**config.mk**
```make
export PLATFORM = sky130hd
export DESIGN_NAME = timer_channel_capture_compare
export DESIGN_NICKNAME = d
export VERILOG_FILES = /design/src/pkg/tcc_pkg.sv /design/src/hdl/timer_channel_capture_compare.sv
export VERILOG_INCLUDE_DIRS = /design/src /design/src/pkg
export SDC_FILE = /design/constraint.sdc
export NUM_CORES = 1
export LEC_CHECK = 0
export ABC_AREA = 1
export BUFFER_PORTS_ARGS = -buffer_cell sky130_fd_sc_hd__buf_4
export CAP_MARGIN = 20
export CORE_ASPECT_RATIO = 1.25
export CORE_UTILIZATION = 42
export CTS_CLUSTER_SIZE = 12
export DETAILED_ROUTE_END_ITERATION = 7
export GPL_TIMING_DRIVEN = 0
export HOLD_SLACK_MARGIN = 0.15
export SLEW_MARGIN = 40
export SYNTH_ARGS = -nofsm -noshare
export SYNTH_HDL_FRONTEND = slang
export SYNTH_SLANG_ARGS = --single-unit
```
**constraint.sdc**
```tcl
create_clock -name CLK_I -period 2.1 [get_ports CLK_I]
set_input_delay 0 -clock CLK_I [delete_from_list [all_inputs] [get_ports CLK_I]]
set_output_delay 0 -clock CLK_I [all_outputs]
set_load 0.05 [all_outputs]
```
**src/pkg/tcc_consts.svh**
```systemverilog
// constants of the two-channel capture/compare block
// assumes an 8-bit register port and 8-bit register bytes
`ifndef TCC_CONSTS_SVH
`define TCC_CONSTS_SVH

// register byte addresses
`define CH0_BASE   8'h13
`define CH1_BASE   8'h16
`define OFS_CTL    8'h00
`define OFS_VH     8'h01
`define OFS_VL     8'h02

// control/status field positions
`define B_FLAG     7
`define B_IE       6
`define B_MSB      5
`define B_MSA      4
`define B_ELSB     3
`define B_ELSA     2
`define B_TOV      1
`define B_MAX      0

// reset values
`define CTL_RST    8'h00
`define RD_IDLE    8'h00

// edge/level codes
`define ELS_OFF    2'h0
`define ELS_ONE    2'h1
`define ELS_TWO    2'h2
`define ELS_BOTH   2'h3

`endif

```
**src/pkg/tcc_pkg.sv**
```systemverilog
// types of the two-channel capture/compare block
// assumes tcc_consts.svh for all numbers
package tcc_pkg;

   // channel operating mode
   typedef enum logic [1:0] {
      MODE_OFF,
      MODE_CAPTURE,
      MODE_COMPARE,
      MODE_BUFFERED
   } mode_e;

   // register port request
   typedef struct packed {
      logic [7:0] addr;
      logic [7:0] wdata;
      logic       wr;
      logic       rd;
   } bus_req_s;

   // per channel state
   typedef struct packed {
      logic        flag;
      logic        ie;
      logic        msb;
      logic        msa;
      logic [1:0]  els;
      logic        tov;
      logic        max;
      logic        max_eff;
      logic        out;
      logic        armed;
      logic        cap_lock;
      logic        cmp_lock;
      logic        mprev;
      logic [15:0] val;
   } chan_s;

   // whole block state
   typedef struct packed {
      chan_s [1:0] ch;
      logic [1:0]  sync1;
      logic [1:0]  sync2;
      logic [1:0]  prev;
      logic        sel;
      logic        pend;
      logic [7:0]  rdata;
   } state_s;

endpackage

```
**src/hdl/timer_channel_capture_compare.sv**
```systemverilog
// two channels of input capture, output compare and pwm of a 16-bit timer
// assumes counter value and overflow pulse from the counter section on CLK_I
//
// Summary of operation
// - capture mode: flag sets on the selected active pin edge
// - compare mode: flag sets when counter equals channel value
// - flag clears by reading control with flag set, then writing 0
// - an event between that read and write keeps the flag set
// - writing 1 to flag does nothing; reset zeroes all control bits
// - interrupt request while flag and interrupt enable are both set
// - channel 0 buffered select disables channel 1 and frees its pin
// - nonzero edge/level: mode bit A picks compare (1) or capture (0)
// - edge/level 00: mode bit A picks preset level, 1 low, 0 high
// - edge/level 00 leaves the pin to the port
// - capture trigger: 01 rising, 10 falling, 11 both edges
// - compare action: 01 toggle, 10 clear, 11 set
// - channel 0 mode bit B set enables buffered compare/pwm regardless of bit A
// - toggle-on-overflow toggles the compare pin at each overflow
// - overflow action wins over a coincident compare action
// - max duty with toggle-on-overflow forces 100 percent duty
// - max duty change acts from the next pwm period only
// - value holds capture or compare value; reset zeroes it
// - capture: reading high byte blocks captures until low byte read
// - compare: writing high byte blocks compares until low byte write
// - overflow pulse marks counter reaching modulo, restart from zero
//
// The address-and-strobe port is this design's own decision.
`timescale 1ns/1ps
`default_nettype none
`include "tcc_consts.svh"

module timer_channel_capture_compare
   import tcc_pkg::*;
(
   // clock and reset
   input  wire logic        CLK_I,
   input  wire logic        RST_I,
   // register port
   input  wire bus_req_s    BUS_I,
   output logic [7:0]       RDATA_O,
   // counter section
   input  wire logic [15:0] CNT_I,
   input  wire logic        OVF_I,
   // channel pins
   input  wire logic [1:0]  CH_PIN_I,
   output logic [1:0]       CH_PIN_O,
   output logic [1:0]       CH_PIN_OE_N_O,
   // interrupt requests
   output logic [1:0]       IRQ_O
);

   ////////////////////////////////////////////////////////////////////
   // helpers

   // byte address of a channel's register
   function automatic logic [7:0] reg_addr(input int i,
                                           input logic [7:0] ofs);
      logic [7:0] b;
      b = (i == 0) ? `CH0_BASE : `CH1_BASE;
      return b + ofs;
   endfunction

   // operating mode from the control bits
   function automatic mode_e chan_mode(input chan_s c, input logic off);
      mode_e m;
      m = MODE_OFF;
      if (off || c.els == `ELS_OFF) begin
         m = MODE_OFF;
      end else if (c.msb) begin
         m = MODE_BUFFERED;
      end else if (c.msa) begin
         m = MODE_COMPARE;
      end else begin
         m = MODE_CAPTURE;
      end
      return m;
   endfunction

   // control/status byte as read
   function automatic logic [7:0] ctl_byte(input chan_s c);
      logic [7:0] r;
      r = `CTL_RST;
      r[`B_FLAG] = c.flag;
      r[`B_IE]   = c.ie;
      r[`B_MSB]  = c.msb;
      r[`B_MSA]  = c.msa;
      r[`B_ELSB] = c.els[1];
      r[`B_ELSA] = c.els[0];
      r[`B_TOV]  = c.tov;
      r[`B_MAX]  = c.max;
      return r;
   endfunction

   ////////////////////////////////////////////////////////////////////
   // state

   state_s      q;
   state_s      d;
   logic [1:0]  ev;
   mode_e [1:0] mode;

   ////////////////////////////////////////////////////////////////////
   // next state

   always_comb begin
      logic        off;
      logic        rise;
      logic        fall;
      logic        hit;
      logic        cap_ev;
      logic        cmp_ev;
      logic [15:0] cmpv;
      logic [7:0]  w;
      logic [7:0]  rd_d;
      off    = 1'b0;
      rise   = 1'b0;
      fall   = 1'b0;
      hit    = 1'b0;
      cap_ev = 1'b0;
      cmp_ev = 1'b0;
      cmpv   = 16'h0000;
      w      = BUS_I.wdata;
      rd_d   = `RD_IDLE;
      d      = q;
      ev     = 2'h0;
      mode   = '{MODE_OFF, MODE_OFF};
      // pin synchroniser and edge history
      d.sync1 = CH_PIN_I;
      d.sync2 = q.sync1;
      d.prev  = q.sync2;
      for (int i = 0; i < 2; i++) begin
         // channel 1 is switched off by buffered mode
         off = (i == 1) && q.ch[0].msb;
         mode[i] = chan_mode(q.ch[i], off);
         rise = q.sync2[i] & ~q.prev[i];
         fall = ~q.sync2[i] & q.prev[i];
         // buffered compare uses the value pair whose low byte was last written, taken at overflow
         if (i == 0 && q.ch[0].msb) begin
            cmpv = q.sel ? q.ch[1].val : q.ch[0].val;
         end else begin
            cmpv = q.ch[i].val;
         end
         hit = (CNT_I == cmpv);
         d.ch[i].mprev = hit;
         // capture trigger decode
         cap_ev = 1'b0;
         if (mode[i] == MODE_CAPTURE && !q.ch[i].cap_lock) begin
            case (q.ch[i].els)
               `ELS_ONE:  cap_ev = rise;
               `ELS_TWO:  cap_ev = fall;
               `ELS_BOTH: cap_ev = rise | fall;
               default:   cap_ev = 1'b0;
            endcase
         end
         // compare fires once per match, not while it lasts
         cmp_ev = (mode[i] == MODE_COMPARE || mode[i] == MODE_BUFFERED)
                  && hit && !q.ch[i].mprev
                  && !q.ch[i].cmp_lock;
         ev[i] = cap_ev | cmp_ev;
         // max duty sampled at period boundary
         if (OVF_I) begin
            d.ch[i].max_eff = q.ch[i].max;
         end
         // pin level
         if (mode[i] == MODE_OFF) begin
            d.ch[i].out = ~q.ch[i].msa;
         end else if (mode[i] != MODE_CAPTURE) begin
            if (q.ch[i].max_eff && q.ch[i].tov) begin
               d.ch[i].out = 1'b1;
            end else if (OVF_I && q.ch[i].tov) begin
               d.ch[i].out = ~q.ch[i].out;
            end else if (cmp_ev) begin
               case (q.ch[i].els)
                  `ELS_ONE:  d.ch[i].out = ~q.ch[i].out;
                  `ELS_TWO:  d.ch[i].out = 1'b0;
                  `ELS_BOTH: d.ch[i].out = 1'b1;
                  default:   d.ch[i].out = q.ch[i].out;
               endcase
            end
         end
         // control/status read arms the flag clear
         if (BUS_I.rd && BUS_I.addr == reg_addr(i, `OFS_CTL)) begin
            if (!off) begin
               rd_d = ctl_byte(q.ch[i]);
               d.ch[i].armed = q.ch[i].flag;
            end
         end
         // value high byte read locks captures
         if (BUS_I.rd && BUS_I.addr == reg_addr(i, `OFS_VH)) begin
            rd_d = q.ch[i].val[15:8];
            if (mode[i] == MODE_CAPTURE) begin
               d.ch[i].cap_lock = 1'b1;
            end
         end
         // value low byte read releases it
         if (BUS_I.rd && BUS_I.addr == reg_addr(i, `OFS_VL)) begin
            rd_d = q.ch[i].val[7:0];
            d.ch[i].cap_lock = 1'b0;
         end
         // control/status write
         if (BUS_I.wr && BUS_I.addr == reg_addr(i, `OFS_CTL) && !off) begin
            d.ch[i].ie  = w[`B_IE];
            d.ch[i].msb = (i == 0) ? w[`B_MSB] : 1'b0;
            d.ch[i].msa = w[`B_MSA];
            d.ch[i].els = {w[`B_ELSB], w[`B_ELSA]};
            d.ch[i].tov = w[`B_TOV];
            d.ch[i].max = w[`B_MAX];
            // zero clears only after the arming read
            if (!w[`B_FLAG] && q.ch[i].armed) begin
               d.ch[i].flag = 1'b0;
            end
            d.ch[i].armed = 1'b0;
         end
         // value high byte write locks compares
         if (BUS_I.wr && BUS_I.addr == reg_addr(i, `OFS_VH)) begin
            d.ch[i].val[15:8] = w;
            if (mode[i] == MODE_COMPARE || mode[i] == MODE_BUFFERED) begin
               d.ch[i].cmp_lock = 1'b1;
            end
         end
         // value low byte write releases it and queues buffer
         if (BUS_I.wr && BUS_I.addr == reg_addr(i, `OFS_VL)) begin
            d.ch[i].val[7:0] = w;
            d.ch[i].cmp_lock = 1'b0;
            d.pend = 1'(i);
         end
         // capture latches the counter
         if (cap_ev) begin
            d.ch[i].val = CNT_I;
         end
         // event set wins over clear and disarms
         if (ev[i]) begin
            d.ch[i].flag  = 1'b1;
            d.ch[i].armed = 1'b0;
         end
      end
      // buffered register swap at the period boundary
      if (OVF_I) begin
         d.sel = q.pend;
      end
      d.rdata = rd_d;
   end

   ////////////////////////////////////////////////////////////////////
   // registers

   // zero reset for control, value and pin state
   always_ff @(posedge CLK_I) begin
      if (RST_I) begin
         q <= '0;
      end else begin
         q <= d;
      end
   end

   ////////////////////////////////////////////////////////////////////
   // outputs

   // pin drive only in compare modes
   always_comb begin
      for (int i = 0; i < 2; i++) begin
         CH_PIN_O[i]      = q.ch[i].out;
         CH_PIN_OE_N_O[i] = !(mode[i] == MODE_COMPARE
                              || mode[i] == MODE_BUFFERED);
         IRQ_O[i]         = q.ch[i].flag & q.ch[i].ie;
      end
   end

   assign RDATA_O = q.rdata;

   ////////////////////////////////////////////////////////////////////
   // checks

   logic wr_ctl0;
   logic rd_ctl0;

   // control 0 access decode for checks
   assign wr_ctl0 = BUS_I.wr && BUS_I.addr == `CH0_BASE;
   assign rd_ctl0 = BUS_I.rd && BUS_I.addr == `CH0_BASE;
endmodule

`default_nettype wire

```
; ---- Word level (Yosys, flattened, before mapping)
; Cells that the tools add are included.
[op_classes]
addsub = 0
n_mul = 0
div_mod_pow = 0
order_cmp = 0
eq_ne = 22
shifts = 0
n_mux = 44
bitwise = 19
n_reduce_logical = 74
[op_table]
columns = operator, count
row1 = $mux 8, 13
row2 = $mux 16, 4
row3 = $eq 8x5->1 const B, 6
row4 = $eq 16x16->1, 2
row5 = $logic_and 1x1->1, 27
row6 = $reduce_bool 2->1, 11
row7 = $mux 1, 18
row8 = $eq 2x2->1 const B, 8
row9 = $reduce_and 2->1, 7
row10 = $pmux 1 s3, 4
row11 = $reduce_bool 6->1, 2
row12 = $logic_not 1->1, 10
row13 = $mux 2, 5
row14 = $not 1->1, 9
row15 = $eq 2x1->1 const B, 4
row16 = $logic_not 2->1, 4
row17 = $reduce_bool 4->1, 2
row18 = $reduce_or 2->1, 4
row19 = $and 1x1->1, 6
row20 = $reduce_and 3->1, 2
row21 = $reduce_or 3->1, 2
row22 = $ne 2x1->1 const B, 2
row23 = $or 1x1->1, 4
row24 = $logic_or 1x1->1, 3
[totals]
reg_bits = 75
latch_bits = 0
ram_bits = 0
rom_bits = 0
mem_count = 0

; ---- Depth between registers and ports, before layout
[logic_depth]
word_depth = 13
depth_mapped = 15
ltp_nobuf = 14

; ---- Worst setup path before layout
; No wires, ideal clock.
[synth_path]
path_kind = flip-flop to flip-flop
from = register q[41] (netlist bit)
to = register q, in the netlist CH_PIN_O[0]
setup_time_ns = 0.115
arrival_ns = 1.578
required_time_ns = 1.985
slack_ns = 0.407
path_stages_with_launch = 11
n_path_buf = 0
cell_sequence = dfxtp_1 > inv_1 > ha_1 > a21oi_1 > inv_1 > nor3_1 > nand4_1 > nand2_1 > nand3_1 > nand2_1 > nor2_1
[synth_between]
elab_chain_cells = 9
elab_cells_between_ends = 23
classes_between = eq/ne (6) / mux (7) / reduce/logical (10)
[synth_rtl]
columns = item, line_no
row1 = from (decl), timer_channel_capture_compare.sv:97  ; state_s q;
row2 = from (signal assigned), timer_channel_capture_compare.sv:250  ; q <= '0;
row3 = from (signal assigned), timer_channel_capture_compare.sv:252  ; q <= d;
row4 = $logic_not 2->1 (no source line), --
row5 = $mux 2, timer_channel_capture_compare.sv:67  ; if (off || c.els == `ELS_OFF) begin
row6 = $eq 2x2->1, timer_channel_capture_compare.sv:156  ; cmp_ev = (mode[i] == MODE_COMPARE || mode[i] == MODE_BUFFERED)
row7 = $logic_or 1x1->1, timer_channel_capture_compare.sv:156
row8 = $logic_and 1x1->1 (2 in series), timer_channel_capture_compare.sv:157  ; && hit && !q.ch[i].mprev
row9 = $logic_and 1x1->1, timer_channel_capture_compare.sv:158  ; && !q.ch[i].cmp_lock;
row10 = $reduce_bool 4->1 (no source line), --
row11 = $reduce_and 3->1 (no source line), --
; Parallel ways exist; a longest one is shown, timed or not. The select of a mux whose other input is x is not followed.
; A chain may end at the register's enable or synchronous reset.

; ---- Final worst setup path
[layout_path]
from = register q[43] (netlist bit)
to = register q, in the netlist CH_PIN_O[0]
[layout_between]
elab_chain_cells = 9
elab_cells_between_ends = 17
classes_between = eq/ne (4) / mux (4) / reduce/logical (9)
[layout_rtl]
columns = item, line_no
row1 = $mux 2, timer_channel_capture_compare.sv:69  ; end else if (c.msb) begin
row2 = $mux 2, timer_channel_capture_compare.sv:67
row3 = $eq 2x2->1, timer_channel_capture_compare.sv:156
row4 = $logic_or 1x1->1, timer_channel_capture_compare.sv:156
row5 = $logic_and 1x1->1 (2 in series), timer_channel_capture_compare.sv:157
row6 = $logic_and 1x1->1, timer_channel_capture_compare.sv:158
row7 = $reduce_bool 4->1 (no source line), --
row8 = $reduce_and 3->1 (no source line), --
; Parallel ways exist; a longest one is shown, timed or not.

==> results_dict.tcl <==
set metrics [dict create \
    status "completed" \
    setup_viol 0 \
    max_freq_mhz 513 \
    path_class "flip-flop to flip-flop" \
    cts_root_buf "clkbuf_16" \
    synth_area_leader_cell "dfxtp_1" \
    synth-seq-area-share 0.337 \
    r2r-end "CH_PIN_O[0]$_SDFFE_PP0P_" \
    dp_cells 866 \
    place.gp.congestion 0.948 \
    cp_slowest_stage_delay_ns 0.30 \
    grt_pass1_wl_microns 24400 \
    ff2ff_setup_slack_ns 0.15 \
    critPathMaxFanout 10 \
    yosys_most_used_dff "dfxtp_1" \
    drc 0 \
    hp-class "input pin to flip-flop" \
    fin_skew_ns 0.00564 \
    tns_ns 0 \
    hold_depth 4 \
    r2r_cells 13 \
    ys_types 39 \
    ys_async_sr_fraction 0 \
    period_needed_ns 1.95 \
    dp_hpwl_microns 12400 \
    die_h_microns 117 \
    crit_top_cell "nand2_1" \
    htree_levels 3 \
    fin_util 0.550 \
    via_per_inst 5.50 \
    antennaDiodeCount 0 \
    layout.nets 824 \
    drtIter0Drc 381 \
    initial_core_util 0.437 \
    post_drt_wl_per_cell_microns 17.7 \
    dr.pass1.iters 6 \
    mostFrequentLayoutCells "nand2_1, inv_1, dfxtp_1" \
    cts_buffer_depth 2 \
    dp_slack_ns 0.139 \
    num_rows 41 \
    worstPathCellList "buf_4 > buf_4 > nand3_1 > nand3_1 > nand2_1 > nor2_1 > nand2_1 > nor2_2 > nand4_1 > nand2_1 > nand3_1 > nand2_1 > nor2_1" \
    io_pins 53 \
    syn_avg_cell_area_sq_um 6.51 \
    stdcell_area_sq_um 5620 \
    vias 5004 \
    yosys-top-cells-area "dfxtp_1, nand2_1, inv_1, nand3_1, nor2_1" \
    yosys_warnings 0 \
    fp.dieW_microns 94.2 \
    placed_cell_area_sq_um 5010 \
    crit_required_ns 2.33 \
    r2r-start "q[43]$_SDFFE_PP0P_" \
    synthCells 685 \
    multi_input_area_sq_um 2380 \
    ant_nets 0 \
    cap_violations 0 \
    slowest_stage "dfxtp_1" \
    track_usage 0.304 \
    start_kind "flip-flop" \
    cts_tree "built" \
    cts.clk_slew.worst_paths_ns 0.06 \
    hold_viol 0 \
    tightest_slew_ns 0.718 \
    drt-total-wl_microns 16100 \
    fillers 1039 \
    synth_top_area_frac 0.337 \
    syn_nets 732 \
    worst_slack_ns 0.152 \
    slew-limit-headroom 0.521 \
    hold_start "BUS_I[1]" \
    p_leak_nw 2.57 \
    synth_area_sq_um 4460 \
    drive_above_1_share 0.141 \
    seq_area_sq_um 1500 \
    max-vdd-ir-drop_mv 0.369 \
    fin_crit_sh 0.928 \
    numPortBuffers 52 \
    power_density_nw_per_um2 590 \
    clk_latency_ns 0.34 \
    grt_max_degree 13 \
    grt_pass1_vias 4660 \
    slew_viol_final 0 \
    ys_ff_latch 75 \
    grt_antenna_before_repair 0 \
    cts.sinks 75 \
    die-area_sq_um 11000 \
    hold_end "q[33]$_SDFFE_PP0P_" \
    critPathArrivalTime_ns 2.18 \
    syn_to_final_growth_pct 25.9 \
    core_sq_um 10200 \
    mostFrequentLayoutCell "nand2_1" \
    synth_edf_count 0 \
    grt_overflow 0 \
    end_kind "flip-flop" \
    cts_buffers 9 \
    rsz0062_at_grt "false" \
    finalNonFillerCells 910 \
]
[cell families (layout without fill, tap and decap cells)]
group	Yosys count	count (layout)	share of synthesized area
AOI/OAI and AO/OA	143	143	0.188
xor gates and xnor gates	14	14	0.0275
adders and majority gates	8	8	0.0224
buffers and inverters	143	239	0.135
DFF	75	75	0.337
and+or+nand+nor	302	302	0.291
[how the worst max path moves through the flow]
stage,startpoint,depth (start not counted),to
floorplan,q[41]$_SDFFE_PP0P_,10,CH_PIN_O[0]$_SDFFE_PP0P_
global placement,q[41]$_SDFFE_PP0P_,11,q[21]$_SDFFE_PP0P_
detailed placement,q[41]$_SDFFE_PP0P_,11,q[24]$_SDFFE_PP0P_
global route,q[40]$_SDFFE_PP0P_,11,q[24]$_SDFFE_PP0P_
CTS,q[41]$_SDFFE_PP0P_,11,q[24]$_SDFFE_PP0P_
finish,q[43]$_SDFFE_PP0P_,13,CH_PIN_O[0]$_SDFFE_PP0P_
[per-layer routing]
| layer | GRT usage | vias up | wire length (microns) |
|---|---|---|---|
| li1 | - | 2416 | - |
| met1 | 0.349 | 2282 | 6220 |
| met2 | 0.526 | 244 | 7810 |
| met3 | 0.0543 | 62 | 1230 |
| met4 | 0.185 | 0 | 877 |
| met5 | 0 | - | 0 |
[synth_stat cells, types with 2 or more instances]
master,n
nand2_1,157
inv_1,113
dfxtp_1,75
nor2_1,59
nand3_1,48
o21ai_0,44
a21oi_1,41
o22ai_1,20
buf_4,14
a22oi_1,13
xnor2_1,13
nor3_1,12
a31oi_1,9
clkbuf_1,9
ha_1,8
nand4_1,8
nand2_2,5
nor2_2,4
a211oi_1,3
buf_2,3
inv_2,2
nor3_2,2
nor3b_1,2
o2111ai_1,2
o211ai_1,2
o221ai_1,2
o31ai_1,2
or2_2,2
[flip-flops by register name, indices dropped and copies added (netlist names)]
name and flops:
d 4, CH_PIN_O 2, q 61, RDATA_O 8
[stage by stage]
step           power, mW  hold slack, ns
2_1_floorplan       1.60          0.0942
3_3_place_gp        1.75           0.205
3_5_place_dp        1.75           0.212
4_1_cts             3.33           0.152
5_1_grt             3.42           0.200
6_report            3.31           0.167
[where the power goes]
group	total [mW]	switching [mW]	internal, mW
sequential	1.44	0.00823	1.43
combinational	0.324	0.185	0.139
clock	1.55	0.608	0.941
total	3.31	0.801	2.51
[worst max-delay path, delay by kind of cell, from the launching register on]
| kind | cells | cell delay [ns] |
|---|---|---|
| and+or+nand+nor | 11 | 1.09 |
| buffers and inverters | 2 | 0.43 |
| DFF | 1 | 0.30 |
[area by class of cell]
class	instances	area share
inverters	115	0.0769
repair buffers	81	0.121
clock inverters	5	0.00958
flip-flops and latches	75	0.268
plain buffers	28	0.0303
multi-input cells	467	0.423
well taps	129	0.0287
clock buffers	10	0.0426
[repair_timing]
| action | 4_1_cts | 5_1_grt |
|---|---|---|
| endpoints found under the setup margin | 0 | 15 |
| setup buffers | 0 | 0 |
| resized for setup | 0 | 9 |
| hold buffers | 29 | 0 |
| hold endpoints to repair | 45 | 0 |
Note: power is estimated with default switching activity, not from simulation.
